<file path="config.mk">
export PLATFORM = sky130hd
export DESIGN_NAME = cst_top
export DESIGN_NICKNAME = d
export VERILOG_FILES = /design/src/verilog/cst_pkg.sv /design/src/verilog/cst_range_edge.sv /design/src/verilog/cst_top.sv
export VERILOG_INCLUDE_DIRS = /design/src /design/src/verilog
export SDC_FILE = /design/constraint.sdc
export NUM_CORES = 1
export LEC_CHECK = 0
export BUFFER_PORTS_ARGS = -buffer_cell sky130_fd_sc_hd__buf_4
export CAP_MARGIN = 20
export CELL_PAD_IN_SITES_DETAIL_PLACEMENT = 0
export CELL_PAD_IN_SITES_GLOBAL_PLACEMENT = 2
export CORE_AREA = 10 10 47 49
export DETAILED_ROUTE_END_ITERATION = 12
export DIE_AREA = 0 0 57 59
export HOLD_SLACK_MARGIN = 0.12
export MAX_ROUTING_LAYER = met4
export PLACE_DENSITY_LB_ADDON = 0.1
export SETUP_SLACK_MARGIN = 0.02
export SLEW_MARGIN = 20
export SYNTH_ARGS = -nofsm -noshare
export SYNTH_HDL_FRONTEND = slang
export SYNTH_SLANG_ARGS = --single-unit
export TNS_END_PERCENT = 1
</file>
<file path="constraint.sdc">
create_clock -name sys_clk_i -period 2.4 [get_ports sys_clk_i]
set_input_delay 0.12 -clock sys_clk_i [delete_from_list [all_inputs] [get_ports sys_clk_i]]
set_output_delay 0.12 -clock sys_clk_i [all_outputs]
set_load 0.05 [all_outputs]
</file>
<file path="src/verilog/cst_cfg.svh">
/*
 Constants of the charger status and battery temperature event block.
 Assumes inclusion by bare name from the design files.
*/
// Notes on behaviour
// - Indicator sinks in precondition, fast-charge, top-off
// - Indicator released in all non-charging states
// - Out-of-window pack temperature suspends charging
// - Exit event when exit enable and flag enable
// - Return event when return enable and flag enable
// - Live range bit high inside window
// - Flag read returns one after an event
// - Each flag read clears the flag unless an event sets it in the same cycle
`ifndef CST_CFG_SVH
`define CST_CFG_SVH
`define CST_STATE_W        3
`define CST_ST_PRECOND     3'h0
`define CST_ST_FAST        3'h1
`define CST_ST_TOPOFF      3'h2
`define CST_ST_EOC         3'h3
`define CST_ST_SUSPEND     3'h4
`define CST_ST_TEMP_FAULT  3'h5
`define CST_ST_TIME_FAULT  3'h6
`define CST_FLAG_RST       1'h0
`define CST_RANGE_RST      1'h1
`define CST_RESTART_CYC    1
`endif

</file>
<file path="src/verilog/cst_pkg.sv">
/*
 Types of the charger status and battery temperature event block.
 Assumes cst_cfg.svh supplies the widths.
*/
`include "cst_cfg.svh"
package cst_pkg;
	typedef struct packed {
		logic exit_en;
		logic return_en;
		logic flag_en;
	} cst_irq_cfg_t;
	typedef struct packed {
		logic hot_trip;
		logic cold_trip;
	} cst_cmp_t;
endpackage

</file>
<file path="src/verilog/cst_range_edge.sv">
/*
 Registers the in-window level and reports exit and return edges.
 Assumes comparator inputs synchronous to the clock.
*/
`timescale 1ns/100ps
`default_nettype none
`include "cst_cfg.svh"
module cst_range_edge
(
	input  wire logic          sys_clk_i,
	input  wire logic          arst_n_i,
	input  wire cst_pkg::cst_cmp_t cmp_i,
	output logic               in_range_o,
	output logic               exit_o,
	output logic               return_o
);
	logic in_d;
	logic in_q;

	assign in_d = ~(cmp_i.hot_trip | cmp_i.cold_trip);

	always_ff @(posedge sys_clk_i or negedge arst_n_i)
	begin
		if (!arst_n_i)
			in_q <= `CST_RANGE_RST;
		else
			in_q <= in_d;
	end

	assign in_range_o = in_q;
	assign exit_o     = in_q & ~in_d;
	assign return_o   = ~in_q & in_d;
endmodule
`default_nettype wire

</file>
<file path="src/verilog/cst_top.sv">
/*
 Charge indicator, temperature suspend and temperature event flag.
 Assumes the charge state arrives as an input code and that the flag
 read strobe is one cycle per read access.
*/
`timescale 1ns/100ps
`default_nettype none
`include "cst_cfg.svh"
module cst_top
(
	input  wire logic                      sys_clk_i,
	input  wire logic                      arst_n_i,
	input  wire logic [`CST_STATE_W-1:0]   charge_state_i,
	input  wire cst_pkg::cst_cmp_t         pack_sensor_node_i,
	input  wire cst_pkg::cst_irq_cfg_t     irq_cfg_i,
	input  wire logic                      flag_rd_i,
	output logic                           charge_indicator_out_o,
	output logic                           charge_indicator_oe_o,
	output logic                           temp_suspend_o,
	output logic                           restart_cycle_o,
	output logic                           range_ok_level_o,
	output logic                           range_event_flag_o,
	output logic                           irq_n_o
);
	logic in_range;
	logic exit_ev;
	logic return_ev;
	logic charging;
	logic ev_set;
	logic flag_d;
	logic flag_q;
	logic oe_q;
	logic susp_q;
	logic rst_q;
	logic ok_q;
	logic rdat_q;
	logic irq_n_q;

	cst_range_edge u_edge
	(
		.sys_clk_i  (sys_clk_i),
		.arst_n_i   (arst_n_i),
		.cmp_i      (pack_sensor_node_i),
		.in_range_o (in_range),
		.exit_o     (exit_ev),
		.return_o   (return_ev)
	);

	assign charging = (charge_state_i == `CST_ST_PRECOND) |
	                  (charge_state_i == `CST_ST_FAST) |
	                  (charge_state_i == `CST_ST_TOPOFF);
	// Event beats a read in the same cycle
	assign ev_set = irq_cfg_i.flag_en &
	                ((irq_cfg_i.exit_en & exit_ev) |
	                 (irq_cfg_i.return_en & return_ev));
	assign flag_d = ev_set | (flag_q & ~flag_rd_i);

	always_ff @(posedge sys_clk_i or negedge arst_n_i)
	begin
		if (!arst_n_i)
		begin
			oe_q    <= 1'h0;
			susp_q  <= 1'h0;
			rst_q   <= 1'h0;
			ok_q    <= `CST_RANGE_RST;
			flag_q  <= `CST_FLAG_RST;
			rdat_q  <= 1'h0;
			irq_n_q <= 1'h1;
		end
		else
		begin
			oe_q    <= charging;
			susp_q  <= ~in_range;
			rst_q   <= return_ev;
			ok_q    <= in_range;
			flag_q  <= flag_d;
			rdat_q  <= flag_q;
			irq_n_q <= ~flag_d;
		end
	end

	// Open drain: output low whenever enabled
	assign charge_indicator_out_o = 1'h0;
	assign charge_indicator_oe_o  = oe_q;
	assign temp_suspend_o         = susp_q;
	assign restart_cycle_o        = rst_q;
	assign range_ok_level_o       = ok_q;
	assign range_event_flag_o     = rdat_q;
	assign irq_n_o                = irq_n_q;
endmodule
`default_nettype wire
</file>
==> qor.json, run 1 <==
{
  "tns_ns": 0,
  "syn_area_per_cell_um2": 13.6,
  "cts_post_setup_buffers_inserted": 0,
  "seqPwrFrac_pct": 44.7,
  "clk-insertion-delay-late_ns": 0.25,
  "ctsRootBufferMaster": "sky130_fd_sc_hd__clkbuf_4",
  "post_synth_and_or_nand_nor_area_fraction_pct": 3.21,
  "placed_cells": 51,
  "synthesized_area_fraction_occupied_by_ao_oa_aoi_and_oai_cells_pct": 13.8,
  "layout.nets": 59,
  "gr-usage-met2_pct": 5.43,
  "route.final.wire_length_um": 703,
  "syn_to_final_growth_pct": 87.6,
  "cts_resized": 0,
  "die_y_um": 59,
  "layout_worst_path_cycle_share_pct": 71.0,
  "port_buffers": 16,
  "yosysSeqAreaShare_pct": 74.8,
  "via_count": 236,
  "report.final.hold_viol_count": 0,
  "worst_ep_arrival_time_ns": 1.84,
  "synth_cells": 20,
  "pwr-share-clk_pct": 33.4,
  "grt_util_all_layers_pct": 4.84,
  "setup.worst_path.class": "input pin to flip-flop",
  "maxSlewViolCount": 0,
  "place_congestion": 0.642,
  "drv.max_cap_violation_count": 0,
  "stdcell_area_um2": 512,
  "std_cell_rows": 14,
  "detail_route.drc_violations": 0,
  "synth_fp_nets": 31,
  "detailedRoute.firstIterationViolations": 2,
  "die-width_um": 57,
  "intPower_mw": 0.242,
  "detail_route.wl_per_cell_um": 11.2,
  "min_path_type": "input pin to flip-flop",
  "synth_top_family_by_area": "compound AO/OA/AOI/OAI gates",
  "crit_path_end_kind": "flip-flop",
  "worst_setup_path_start_kind": "input pin",
  "yosys.cell_types.count": 12,
  "rsz0062_at_grt": "no",
  "grt_antenna_before_repair": 0,
  "ys.warnings.count": 0,
  "utilization_pct": 36.5,
  "comb_power_share_pct": 21.9,
  "post_synth_fa_ha_maj_area_fraction_pct": 0,
  "cts-htree-levels": 1,
  "irDropWorstVdd_v": 0.000261,
  "critPathLaunch": "pack_sensor_node_i[0]",
  "fmaxAchievable_mhz": 587,
  "multi_input_area_um2": 50.0,
  "synth_mux_area_share_pct": 0,
  "drt.antenna.violating_nets": 0,
  "gr_util_met1_pct": 4.62,
  "power.density_nw_per_um2": 651,
  "post-dp-hpwl_um": 552,
  "hp-start": "irq_cfg_i[0]",
  "cts_tree": "built",
  "total_gr_overflow": 0,
  "post_route_cells_drive_above_1_share_pct": 48.9,
  "n_antenna_cell": 0,
  "cts.clk_slew.worst_paths_ns": 0.06,
  "stdcell_count": 63,
  "grt_max_degree": 9,
  "register_area_um2": 204,
  "nFillCells": 152,
  "number_of_primary_i_o_pins": 18,
  "clock_sink_total": 8,
  "start_util_pct": 19.5,
  "swShare_pct": 27.4,
  "cts_made_buffers": 3,
  "cts_hold_buffers": 8,
  "cp.required_ns": 2.54,
  "flip_flop_and_latch_count_after_synthesis": 8,
  "p_switching_mw": 0.0914,
  "first_global_vias": 270,
  "core_area_um2": 1400,
  "grt_pass1_wl_mm": 1.15,
  "static-leakage-power_nw": 0.257,
  "setup_violations": 0,
  "route.detailed.vias_per_inst": 3.75,
  "floorplan.die_area_um2": 3360,
  "worst_r2r_startpoint": "u_edge.in_range_o$_DFF_PN1_",
  "finalClockSkew_ns": 0.00837,
  "total_cell_area_at_the_placement_stage_um2": 405,
  "timing.critical_path.fanout_max": 3,
  "max-clock-path-buffers": 2,
  "status": "complete, no violations",
  "synthesis.area_um2": 273,
  "finalWorstPathRequiredPeriod_ns": 1.70,
  "gr-usage-met3_pct": 3.00,
  "report.power.total_mw": 0.333,
  "drtPass1Iterations": 4,
  "grt-busiest-layer": "met4",
  "synth_xor_xnor_area_share_pct": 0
}
per-layer routing:
layer  up-vias  share of wire [%]
met5         -                  0
met2        15                 42
met4         0                  0
met1       102                 43
met3         0                 15
li1        119                  -
final timing paths:
| kind | endpoint | slack [ns] | depth (start not counted) |
|---|---|---|---|
| max in group asynchronous | u_edge.in_range_o$_DFF_PN1_ | 1.97 | 2 |
| setup reg to reg | flag_q$_DFF_PN0_ | 0.85 | 4 |
| hold reg to reg | range_event_flag_o$_DFF_PN0_ | 0.37 | 0 |
| setup / recovery | flag_q$_DFF_PN0_ | 0.70 | 6 |
| min in group asynchronous | temp_suspend_o$_DFF_PN0_ | 0.22 | 2 |
| hold / removal | irq_n_o$_DFF_PN1_ | 0.14 | 3 |
registers in the layout (all words and copies together) (netlist names):
signal	cells
range_ok_level_o	1
charge_indicator_oe_o	1
u_edge.in_range_o	1
restart_cycle_o	1
irq_n_o	1
range_event_flag_o	1
temp_suspend_o	1
flag_q	1
power by group through the flow:
stage	sequential, mW	clock (mW)	combinational (mW)
3_5_place_dp	0.152	0	0.0629
3_3_place_gp	0.151	0	0.0625
6_report	0.149	0.111	0.0729
2_1_floorplan	0.175	0	0.0117
4_1_cts	0.149	0.116	0.0740
5_1_grt	0.150	0.122	0.0783
cells by family after synthesis:
group,after synthesis
and+or+nand+nor,2
DFF,8
buffers and inverters,4
other,1
AOI/OAI and AO/OA,5
synthesized netlist by cell type:
master / instances / area, um^2
sky130_fd_sc_hd__dfrtp_1: 5 / 125
sky130_fd_sc_hd__a31oi_1: 1 / 6.26
sky130_fd_sc_hd__o22a_2: 1 / 10.0
sky130_fd_sc_hd__buf_4: 1 / 7.51
sky130_fd_sc_hd__a21oi_1: 1 / 5.00
sky130_fd_sc_hd__dfstp_2: 3 / 78.8
sky130_fd_sc_hd__conb_1: 1 / 3.75
sky130_fd_sc_hd__o22ai_1: 1 / 6.26
sky130_fd_sc_hd__o211a_1: 1 / 10.0
sky130_fd_sc_hd__nor2_1: 1 / 3.75
sky130_fd_sc_hd__nor3_1: 1 / 5.00
sky130_fd_sc_hd__inv_1: 3 / 11.3
cells in the final DEF (no fill, tap or decap):
master	synthesis	layout
sky130_fd_sc_hd__inv_1	3	3
sky130_fd_sc_hd__o211a_1	1	1
sky130_fd_sc_hd__conb_1	1	1
sky130_fd_sc_hd__buf_4	1	16
sky130_fd_sc_hd__dfrtp_1	5	5
sky130_fd_sc_hd__a21oi_1	1	1
sky130_fd_sc_hd__o22ai_1	1	1
sky130_fd_sc_hd__dlygate4sd3_1	0	8
sky130_fd_sc_hd__a31oi_1	1	1
sky130_fd_sc_hd__clkbuf_4	0	3
sky130_fd_sc_hd__clkbuf_1	0	1
sky130_fd_sc_hd__dfstp_2	3	3
sky130_fd_sc_hd__o22a_2	1	1
sky130_fd_sc_hd__nor3_1	1	1
sky130_fd_sc_hd__nor2_1	1	1
per-stage QoR:
stage	setup WS [ns]	hold slack [ns]
2_1_floorplan	1.42	-0.176
3_5_place_dp	1.39	-0.0557
5_1_grt	0.622	0.157
4_1_cts	0.699	0.139
3_3_place_gp	1.39	-0.0591
6_report	0.696	0.144
cell type report:
type	instances	area share, %
clock buffer	4	5.13
tap	16	3.91
inverter	3	2.20
timing repair buffer	24	39.1
sequential	8	39.9
multi-input combinational	8	9.78
worst max-delay path, stage by stage:
cell	delay, ns
sky130_fd_sc_hd__dlygate4sd3_1	0.53
sky130_fd_sc_hd__buf_4	0.14
sky130_fd_sc_hd__o211a_1	0.21
sky130_fd_sc_hd__a31oi_1	0.18
sky130_fd_sc_hd__o22ai_1	0.11
sky130_fd_sc_hd__dlygate4sd3_1	0.56
Note: power is estimated with default switching activity, not from simulation.
==> run 2, diff against run 1 <==
- ABC_AREA: default -> 1
- CORE_AREA: 10 10 47 49 -> default
- CORE_MARGIN: default -> 10
- CORE_UTILIZATION: default -> 21
- DIE_AREA: 0 0 57 59 -> default
- clock period: 2.4 -> 1.76 ns (I/O delays scaled with it)
==> run 2 against run 1 <==
Area after synthesis grew 12%. Synthesized cell count up 40%. Sequential share of layout area is 3.1 points lower. Die area rose by 0.74%. Register-to-register slack worse by 0.53 ns. Non-clock buffer count increased by 1. Count of clock-buffer cells in the layout did not move. Highest routed layer is now met4. Clock power rose by 29%. Largest power group unchanged.
==> qor.json, run 2 <==
{
  "status": "complete, no violations",
  "leading_cell_type_in_the_layout_fill_and_taps_excluded": "sky130_fd_sc_hd__buf_4",
  "synth.top_cells.by_area": "sky130_fd_sc_hd__dfrtp_1 (41%), sky130_fd_sc_hd__dfstp_2 (26%), sky130_fd_sc_hd__nand2_2 (6.1%), sky130_fd_sc_hd__inv_1 (4.9%), sky130_fd_sc_hd__nand2_1 (3.7%)",
  "grt_max_degree": {"value": 9, "change": "unchanged"},
  "yosys.cell_types.count": {"value": 12, "change": "unchanged"},
  "finalWorstPathRequiredPeriod_ns": 1.44,
  "start_util": {"value": 23.0, "unit": "%", "change": "+3.5 points"},
  "layout.nets": {"value": 68, "change": "+15%"},
  "yosys_most_used_dff": "sky130_fd_sc_hd__dfrtp_1",
  "first_global_vias": {"value": 299, "change": "+11%"},
  "layout_common_cells": "sky130_fd_sc_hd__buf_4 (16), sky130_fd_sc_hd__dlygate4sd3_1 (9), sky130_fd_sc_hd__dfrtp_1 (5), sky130_fd_sc_hd__inv_1 (4)",
  "worst_r2r_end": "irq_n_o$_DFF_PN1_",
  "number_of_primary_i_o_pins": {"value": 18, "change": "unchanged"},
  "drt.antenna.violating_nets": {"value": 0, "change": "unchanged"},
  "final_critical_path_setup_slack": {"value": 0.325, "unit": "ns", "change": "-0.372 ns"},
  "rsz0062_at_grt": "no",
  "std_cell_rows": {"value": 13, "change": "-1"},
  "whs": {"value": 0.175, "unit": "ns", "change": "+0.0311 ns"},
  "worst_ep_arrival_time": {"value": 1.63, "unit": "ns", "change": "-0.21 ns"},
  "timing.hold.worst_endpoint": "flag_q$_DFF_PN0_",
  "detail_route.wl_per_cell": {"value": 9.76, "unit": "um", "change": "-13%"},
  "cts.clk_slew.worst_paths": {"value": 0.06, "unit": "ns", "change": "about the same"},
  "route.final.wire_length": {"value": 693, "unit": "um", "change": "-1.4%"},
  "stdcell_count": {"value": 71, "change": "+13%"},
  "hold-path-cell-count": {"value": 5, "change": "+2"},
  "grt_util_all_layers": {"value": 4.85, "unit": "%", "change": "+0.011 points"},
  "synth_cells": {"value": 28, "change": "+40%"},
  "synthesis.area": {"value": 307, "unit": "um^2", "change": "+12%"},
  "maxSlewViolCount": {"value": 0, "change": "unchanged"},
  "syn_area_per_cell": {"value": 10.9, "unit": "um^2", "change": "-20%"},
  "power.density": {"value": 818, "unit": "nW/um^2", "change": "+26%"},
  "crit_path_end_kind": "flip-flop",
  "worst_setup_path_start_kind": "input pin",
  "clock_sink_total": {"value": 8, "change": "unchanged"},
  "nFillCells": {"value": 138, "change": "-9.2%"},
  "post-dp-hpwl": {"value": 626, "unit": "um", "change": "+13%"},
  "synth-async-reset-ratio": {"value": 100, "unit": "%", "change": "unchanged"},
  "yosysSeqAreaShare": {"value": 66.5, "unit": "%", "change": "-8.2 points"},
  "synth_top_cells_by_count": "sky130_fd_sc_hd__dfrtp_1 (5), sky130_fd_sc_hd__inv_1 (4), sky130_fd_sc_hd__dfstp_2 (3), sky130_fd_sc_hd__nand2_1 (3), sky130_fd_sc_hd__nand2_2 (3)",
  "top_cell_type_s_share_of_synthesized_area": {"value": 40.8, "unit": "%", "change": "-5.1 points"},
  "place_congestion": {"value": 0.702, "change": "+9.5%"},
  "post-synth-top-count-cell": "sky130_fd_sc_hd__dfrtp_1",
  "n_antenna_cell": {"value": 0, "change": "unchanged"},
  "drtPass1Iterations": {"value": 1, "change": "-3"},
  "setup.reg_to_reg.worst_slack": {"value": 0.32, "unit": "ns", "change": "-0.53 ns"},
  "die_y": {"value": 58.2, "unit": "um", "change": "-1.3%"},
  "static-leakage-power": {"value": 0.281, "unit": "nW", "change": "+9.4%"},
  "detail_route.drc_violations": {"value": 0, "change": "unchanged"},
  "floorplan.die_area": {"value": 3390, "unit": "um^2", "change": "+0.74%"},
  "detailedRoute.firstIterationViolations": {"value": 0, "change": "-2"},
  "detailedPlace.worstSlack": {"value": 0.828, "unit": "ns", "change": "-0.559 ns"},
  "setup.worst_path.class": "input pin to flip-flop",
  "hp-start": "irq_cfg_i[1]",
  "cp.required": {"value": 1.95, "unit": "ns", "change": "-0.59 ns"},
  "report.final.hold_viol_count": {"value": 0, "change": "unchanged"},
  "grt_pass1_wl": {"value": 1.17, "unit": "mm", "change": "+1.2%"},
  "synth_fp_nets": {"value": 39, "change": "+26%"},
  "synth_edf_count": {"value": 0, "change": "unchanged"},
  "placed_cells": {"value": 58, "change": "+14%"},
  "core_area": {"value": 1330, "unit": "um^2", "change": "-4.8%"},
  "grt_antenna_before_repair": {"value": 0, "change": "unchanged"},
  "setup_violations": {"value": 0, "change": "unchanged"},
  "tns": {"value": 0, "unit": "ns", "change": "unchanged"},
  "layout_worst_path_cycle_share_pct": 81.5,
  "cts_tree": "built",
  "flip_flop_and_latch_count_after_synthesis": {"value": 8, "change": "unchanged"},
  "die-width": {"value": 58.2, "unit": "um", "change": "+2.1%"},
  "port_buffers": {"value": 16, "change": "unchanged"},
  "clk-insertion-delay-late": {"value": 0.25, "unit": "ns", "change": "about the same"},
  "route.detailed.vias_per_inst": {"value": 3.85, "change": "+2.6%"},
  "timing.critical_path.fanout_max": {"value": 2, "change": "-1"},
  "cts_made_buffers": {"value": 3, "change": "unchanged"},
  "finalClockSkew": {"value": 0.00985, "unit": "ns", "change": "+0.00148 ns"},
  "ys.warnings.count": {"value": 0, "change": "unchanged"},
  "total_gr_overflow": {"value": 0, "change": "unchanged"},
  "cell_type_with_the_highest_aggregate_area_in_the_netlist": "sky130_fd_sc_hd__dfrtp_1",
  "ctsRootBufferMaster": "sky130_fd_sc_hd__clkbuf_4",
  "irDropWorstVdd": {"value": 0.000331, "unit": "V", "change": "+27%"},
  "syn_to_final_growth_pct": 80.8,
  "max-clock-path-buffers": {"value": 2, "change": "unchanged"},
  "worst-r2r-cell-count": {"value": 5, "change": "+1"},
  "cts-htree-levels": {"value": 1, "change": "unchanged"},
  "post_route_cells_drive_above_1_share": {"value": 51.8, "unit": "%", "change": "+2.8 points"},
  "worst_r2r_startpoint": "u_edge.in_range_o$_DFF_PN1_",
  "fmaxAchievable_mhz": 697,
  "via_count": {"value": 273, "change": "+16%"},
  "drv.max_cap_violation_count": {"value": 0, "change": "unchanged"},
  "min_path_type": "input pin to flip-flop"
}
-- run 2: changes by cell type in the layout (fill, tap and decap cells not counted), sizes merged --
cell / delta
a21oi: +1
a31oi: -1
dlygate4sd3: +1
inv: +3
nand2: +6
nand3: +1
nor2: +2
nor3: -1
o211a: -1
o22a: -1
o22ai: -1
-- run 2: routing by layer --
| layer | wire length, um | up-vias | global-route usage [%] |
|---|---|---|---|
| li1 | - | 135 | - |
| met1 | 252 | 121 | 4.03 |
| met2 | 310 | 15 | 6.75 |
| met3 | 104 | 2 | 2.83 |
| met4 | 27 | 0 | 6.04 |
| met5 | 0 | - | - |
-- run 2: final cells by class --
cell class                      count  area, um^2  area share (%)
Multi-Input combinational cell     13        72.6            13.1
Tap cell                           15        18.8            3.39
Sequential cell                     8         204            36.8
Inverter                            6        22.5            4.06
Timing Repair Buffer               25         210            37.9
Clock buffer                        4        26.3            4.74
-- run 2: kinds of logic (layout without fill, tap and decap cells) --
logic type | after synthesis | in the layout | share of synthesized area, %
AND/OR/NAND/NOR | 10 | 10 | 19.2
flip-flops | 8 | 8 | 66.5
buffers and inverters | 7 | 35 | 9.80
AO/OA/AOI/OAI | 2 | 2 | 3.27
other | 1 | 1 | 1.22
-- run 2: worst max path at each step --
stage / slack, ns / cells past startpoint / start / end
finish: 0.32 / 8 / pack_sensor_node_i[1] / irq_n_o$_DFF_PN1_
global route: 0.22 / 5 / u_edge.in_range_o$_DFF_PN1_ / irq_n_o$_DFF_PN1_
CTS: 0.32 / 5 / u_edge.in_range_o$_DFF_PN1_ / irq_n_o$_DFF_PN1_
detailed placement: 0.83 / 5 / u_edge.in_range_o$_DFF_PN1_ / flag_q$_DFF_PN0_
global placement: 0.84 / 4 / u_edge.in_range_o$_DFF_PN1_ / irq_n_o$_DFF_PN1_
floorplan: 0.88 / 5 / u_edge.in_range_o$_DFF_PN1_ / flag_q$_DFF_PN0_
-- run 2: critical path: stages --
cell and delay [ns]:
sky130_fd_sc_hd__dlygate4sd3_1 0.53, sky130_fd_sc_hd__buf_4 0.15, sky130_fd_sc_hd__inv_2 0.04, sky130_fd_sc_hd__nand2_2 0.05
sky130_fd_sc_hd__nand2_2 0.05, sky130_fd_sc_hd__nand2_2 0.05, sky130_fd_sc_hd__a21oi_1 0.11, sky130_fd_sc_hd__dlygate4sd3_1 0.55
-- run 2: power by group --
group	leakage (nW)	total, mW	switching, mW	internal (mW)
clock	0.0150	0.143	0.0569	0.0863
combinational	0.173	0.106	0.0606	0.0459
sequential	0.0937	0.204	0.00427	0.199
-- run 2: per-stage QoR --
| step | cell area, um^2 | power [mW] | util, % |
|---|---|---|---|
| floorplan | 307 | 0.259 | - |
| global placement | 438 | 0.296 | 32.8 |
| detailed placement | 438 | 0.297 | 32.8 |
| CTS | 554 | 0.468 | 41.6 |
| global route | 554 | 0.479 | 41.6 |
| finish | 554 | 0.453 | 41.6 |
-- run 2: repair_timing --
action                                 4_1_cts  5_1_grt
endpoints found under the hold margin       13        0
setup endpoints to repair                    0        0
buffers inserted                             0        0
hold buffers                                 9        0
resized for setup                            0        0
==> run 3, diff against run 2 <==
- CORE_ASPECT_RATIO: default -> 1.2
- CORE_UTILIZATION: 21 -> 19
- clock period: 1.76 -> 1.2 ns (I/O delays scaled with it)
==> run 3 against run 2 <==
Flip-flop and latch count unchanged. Critical path depth down 7. Global-route usage down 0.26 points. Clock power up 49%. Via count down 9.5%. Total power up 47%. Largest power group unchanged. Count of clock-buffer cells in the layout unchanged. Core utilization down 4.0 points. Highest routed layer is now met3. Die area up 7.0%. Register-to-register slack worse by 0.06 ns. Cell area up 0.45%. Sequential power up 47%.
==> qor.json, run 3 (synthesis gave the netlist of run 2 again) <==
{
  "route.final.wire_length": {"value": 699, "unit": "um", "change": "+0.87%"},
  "drtPass1Iterations": {"value": 2, "change": "+1"},
  "die_y": {"value": 64, "unit": "um", "change": "+10%"},
  "intPower": {"value": 0.484, "unit": "mW", "change": "+46%"},
  "leading_cell_type_in_the_layout_fill_and_taps_excluded": "sky130_fd_sc_hd__buf_4",
  "p_switching": {"value": 0.181, "unit": "mW", "change": "+48%"},
  "ctsRootBufferMaster": "sky130_fd_sc_hd__clkbuf_4",
  "cts.clk_slew.worst_paths": {"value": 0.05, "unit": "ns", "change": "about the same"},
  "status": "complete, no violations",
  "cts-htree-levels": {"value": 1, "change": "unchanged"},
  "crit_path_end_kind": "primary output",
  "setup.worst_path.class": "flip-flop to primary output",
  "maxSlewViolCount": {"value": 0, "change": "unchanged"},
  "via_count": {"value": 247, "change": "-9.5%"},
  "cts_resized": {"value": 0, "change": "unchanged"},
  "critical-path-top-delay-family": "flip-flops",
  "grt_max_degree": {"value": 9, "change": "unchanged"},
  "setup_violations": {"value": 0, "change": "unchanged"},
  "swShare": {"value": 27.2, "unit": "%", "change": "+0.30 points"},
  "irDropWorstVdd": {"value": 0.000329, "unit": "V", "change": "-0.89%"},
  "pwr-share-clk": {"value": 32.0, "unit": "%", "change": "+0.4 points"},
  "detail_route.wl_per_cell": {"value": 9.58, "unit": "um", "change": "-1.9%"},
  "cts_post_setup_buffers_inserted": {"value": 0, "change": "unchanged"},
  "layout.nets": {"value": 68, "change": "unchanged"},
  "tns": {"value": 0, "unit": "ns", "change": "unchanged"},
  "total_gr_overflow": {"value": 0, "change": "unchanged"},
  "std_cell_rows": {"value": 15, "change": "+2"},
  "cp.required": {"value": 1.14, "unit": "ns", "change": "-0.81 ns"},
  "hp-start": "irq_cfg_i[2]",
  "detailedRoute.firstIterationViolations": {"value": 5, "change": "+5"},
  "finalClockSkew": {"value": 0.000901, "unit": "ns", "change": "-0.00895 ns"},
  "worstPathCellList": "buf_4",
  "grt_pass1_wl": {"value": 1.34, "unit": "mm", "change": "+15%"},
  "seqPwrFrac": {"value": 44.9, "unit": "%", "change": "about the same"},
  "report.power.total": {"value": 0.665, "unit": "mW", "change": "+47%"},
  "comb_power_share": {"value": 23.0, "unit": "%", "change": "-0.5 points"},
  "clk-insertion-delay-late": {"value": 0.24, "unit": "ns", "change": "about the same"},
  "report.final.hold_viol_count": {"value": 0, "change": "unchanged"},
  "start_util": {"value": 20.7, "unit": "%", "change": "-2.3 points"},
  "post_route_cells_drive_above_1_share": {"value": 51.8, "unit": "%", "change": "unchanged"},
  "layout_common_cells": "sky130_fd_sc_hd__buf_4 (16), sky130_fd_sc_hd__dlygate4sd3_1 (9), sky130_fd_sc_hd__dfrtp_1 (5), sky130_fd_sc_hd__inv_1 (4)",
  "clock_sink_total": {"value": 8, "change": "unchanged"},
  "first_global_vias": {"value": 305, "change": "+2.0%"},
  "cts_made_buffers": {"value": 3, "change": "unchanged"},
  "port_buffers": {"value": 16, "change": "unchanged"},
  "power.density": {"value": 1190, "unit": "nW/um^2", "change": "+46%"},
  "max-clock-path-buffers": {"value": 2, "change": "unchanged"},
  "n_antenna_cell": {"value": 0, "change": "unchanged"},
  "worst_setup_path_start_kind": "flip-flop",
  "route.detailed.vias_per_inst": {"value": 3.38, "change": "-12%"},
  "static-leakage-power": {"value": 0.281, "unit": "nW", "change": "-0.11%"},
  "rsz0062_at_grt": "no",
  "post-dp-hpwl": {"value": 594, "unit": "um", "change": "-5.1%"},
  "timing.critical_path.fanout_max": {"value": 1, "change": "-1"},
  "worst_ep_arrival_time": {"value": 0.94, "unit": "ns", "change": "-0.69 ns"},
  "core_area": {"value": 1480, "unit": "um^2", "change": "+11%"},
  "finalWorstPathRequiredPeriod_ns": 1.00,
  "layout_worst_path_cycle_share_pct": 83.4,
  "grt_util_all_layers": {"value": 4.59, "unit": "%", "change": "-0.26 points"},
  "worst_path_largest_cell_delay": {"value": 0.51, "unit": "ns", "change": "-0.04 ns"},
  "grt_antenna_before_repair": {"value": 0, "change": "unchanged"},
  "path_buf_inv": {"value": 1, "change": "-3"},
  "syn_to_final_growth_pct": 81.6,
  "detail_route.drc_violations": {"value": 0, "change": "unchanged"},
  "drt.antenna.violating_nets": {"value": 0, "change": "unchanged"},
  "drv.max_cap_violation_count": {"value": 0, "change": "unchanged"},
  "cpMaxStageDelayCell": "sky130_fd_sc_hd__dfstp_2",
  "worst_r2r_startpoint": "u_edge.in_range_o$_DFF_PN1_",
  "min_path_type": "input pin to flip-flop",
  "critPathLaunch": "range_ok_level_o$_DFF_PN1_",
  "die-width": {"value": 56.7, "unit": "um", "change": "-2.6%"},
  "floorplan.die_area": {"value": 3630, "unit": "um^2", "change": "+7.0%"},
  "place_congestion": {"value": 0.624, "change": "-11%"},
  "fmaxAchievable_mhz": 999,
  "cts_tree": "built",
  "number_of_primary_i_o_pins": {"value": 18, "change": "unchanged"}
}
## run 3: what timing repair did
| action | 4_1_cts | 5_1_grt |
|---|---|---|
| hold buffers | 9 | 0 |
| endpoints found under the hold margin | 13 | 0 |
| setup endpoints to repair | 0 | 0 |
## run 3: through the flow
stage / instance area (um^2) / setup slack, ns / instances / hold WS (ns) / utilization, %
6_report: 557 / 0.199 / 73 / 0.154 / 37.6
5_1_grt: 557 / 0.157 / 73 / 0.176 / 37.6
4_1_cts: 557 / 0.183 / 73 / 0.150 / 37.6
3_5_place_dp: 440 / 0.254 / 60 / -0.119 / 29.7
3_3_place_gp: 440 / 0.266 / 60 / -0.121 / 29.7
2_1_floorplan: 307 / 0.318 / 28 / -0.236 / -
## run 3: final timing paths
path / slack [ns] / endpoint / cells past startpoint
worst max-delay path: 0.20 / range_ok_level_o / 1
worst min-delay path: 0.15 / irq_n_o$_DFF_PN1_ / 6
worst max register to register: 0.26 / flag_q$_DFF_PN0_ / 5
worst min register to register: 0.38 / range_event_flag_o$_DFF_PN0_ / 0
max in group asynchronous: 0.83 / range_ok_level_o$_DFF_PN1_ / 2
min in group asynchronous: 0.17 / range_event_flag_o$_DFF_PN0_ / 2
## run 3: cell type report
cell class              count  area, um^2
well taps                  17        21.3
flip-flops and latches      8         204
repair buffers             25         210
multi-input cells          13        72.6
clock buffers               4        26.3
inverters                   6        22.5
fillers                   162         926
## run 3: per-layer routing
layer | part of all wire (%) | track usage, %
met1 | 49 | 5.47
met2 | 38 | 6.04
met3 | 12 | 2.17
met4 | 0 | 2.71
met5 | 0 | -
## run 3: power by group through the flow
| stage | Sequential, mW | Clock (mW) | Combinational (mW) |
|---|---|---|---|
| 6_report | 0.299 | 0.213 | 0.153 |
| 3_3_place_gp | 0.303 | 0 | 0.132 |
| 2_1_floorplan | 0.351 | 0 | 0.0286 |
| 5_1_grt | 0.301 | 0.239 | 0.167 |
| 3_5_place_dp | 0.304 | 0 | 0.132 |
| 4_1_cts | 0.299 | 0.227 | 0.156 |
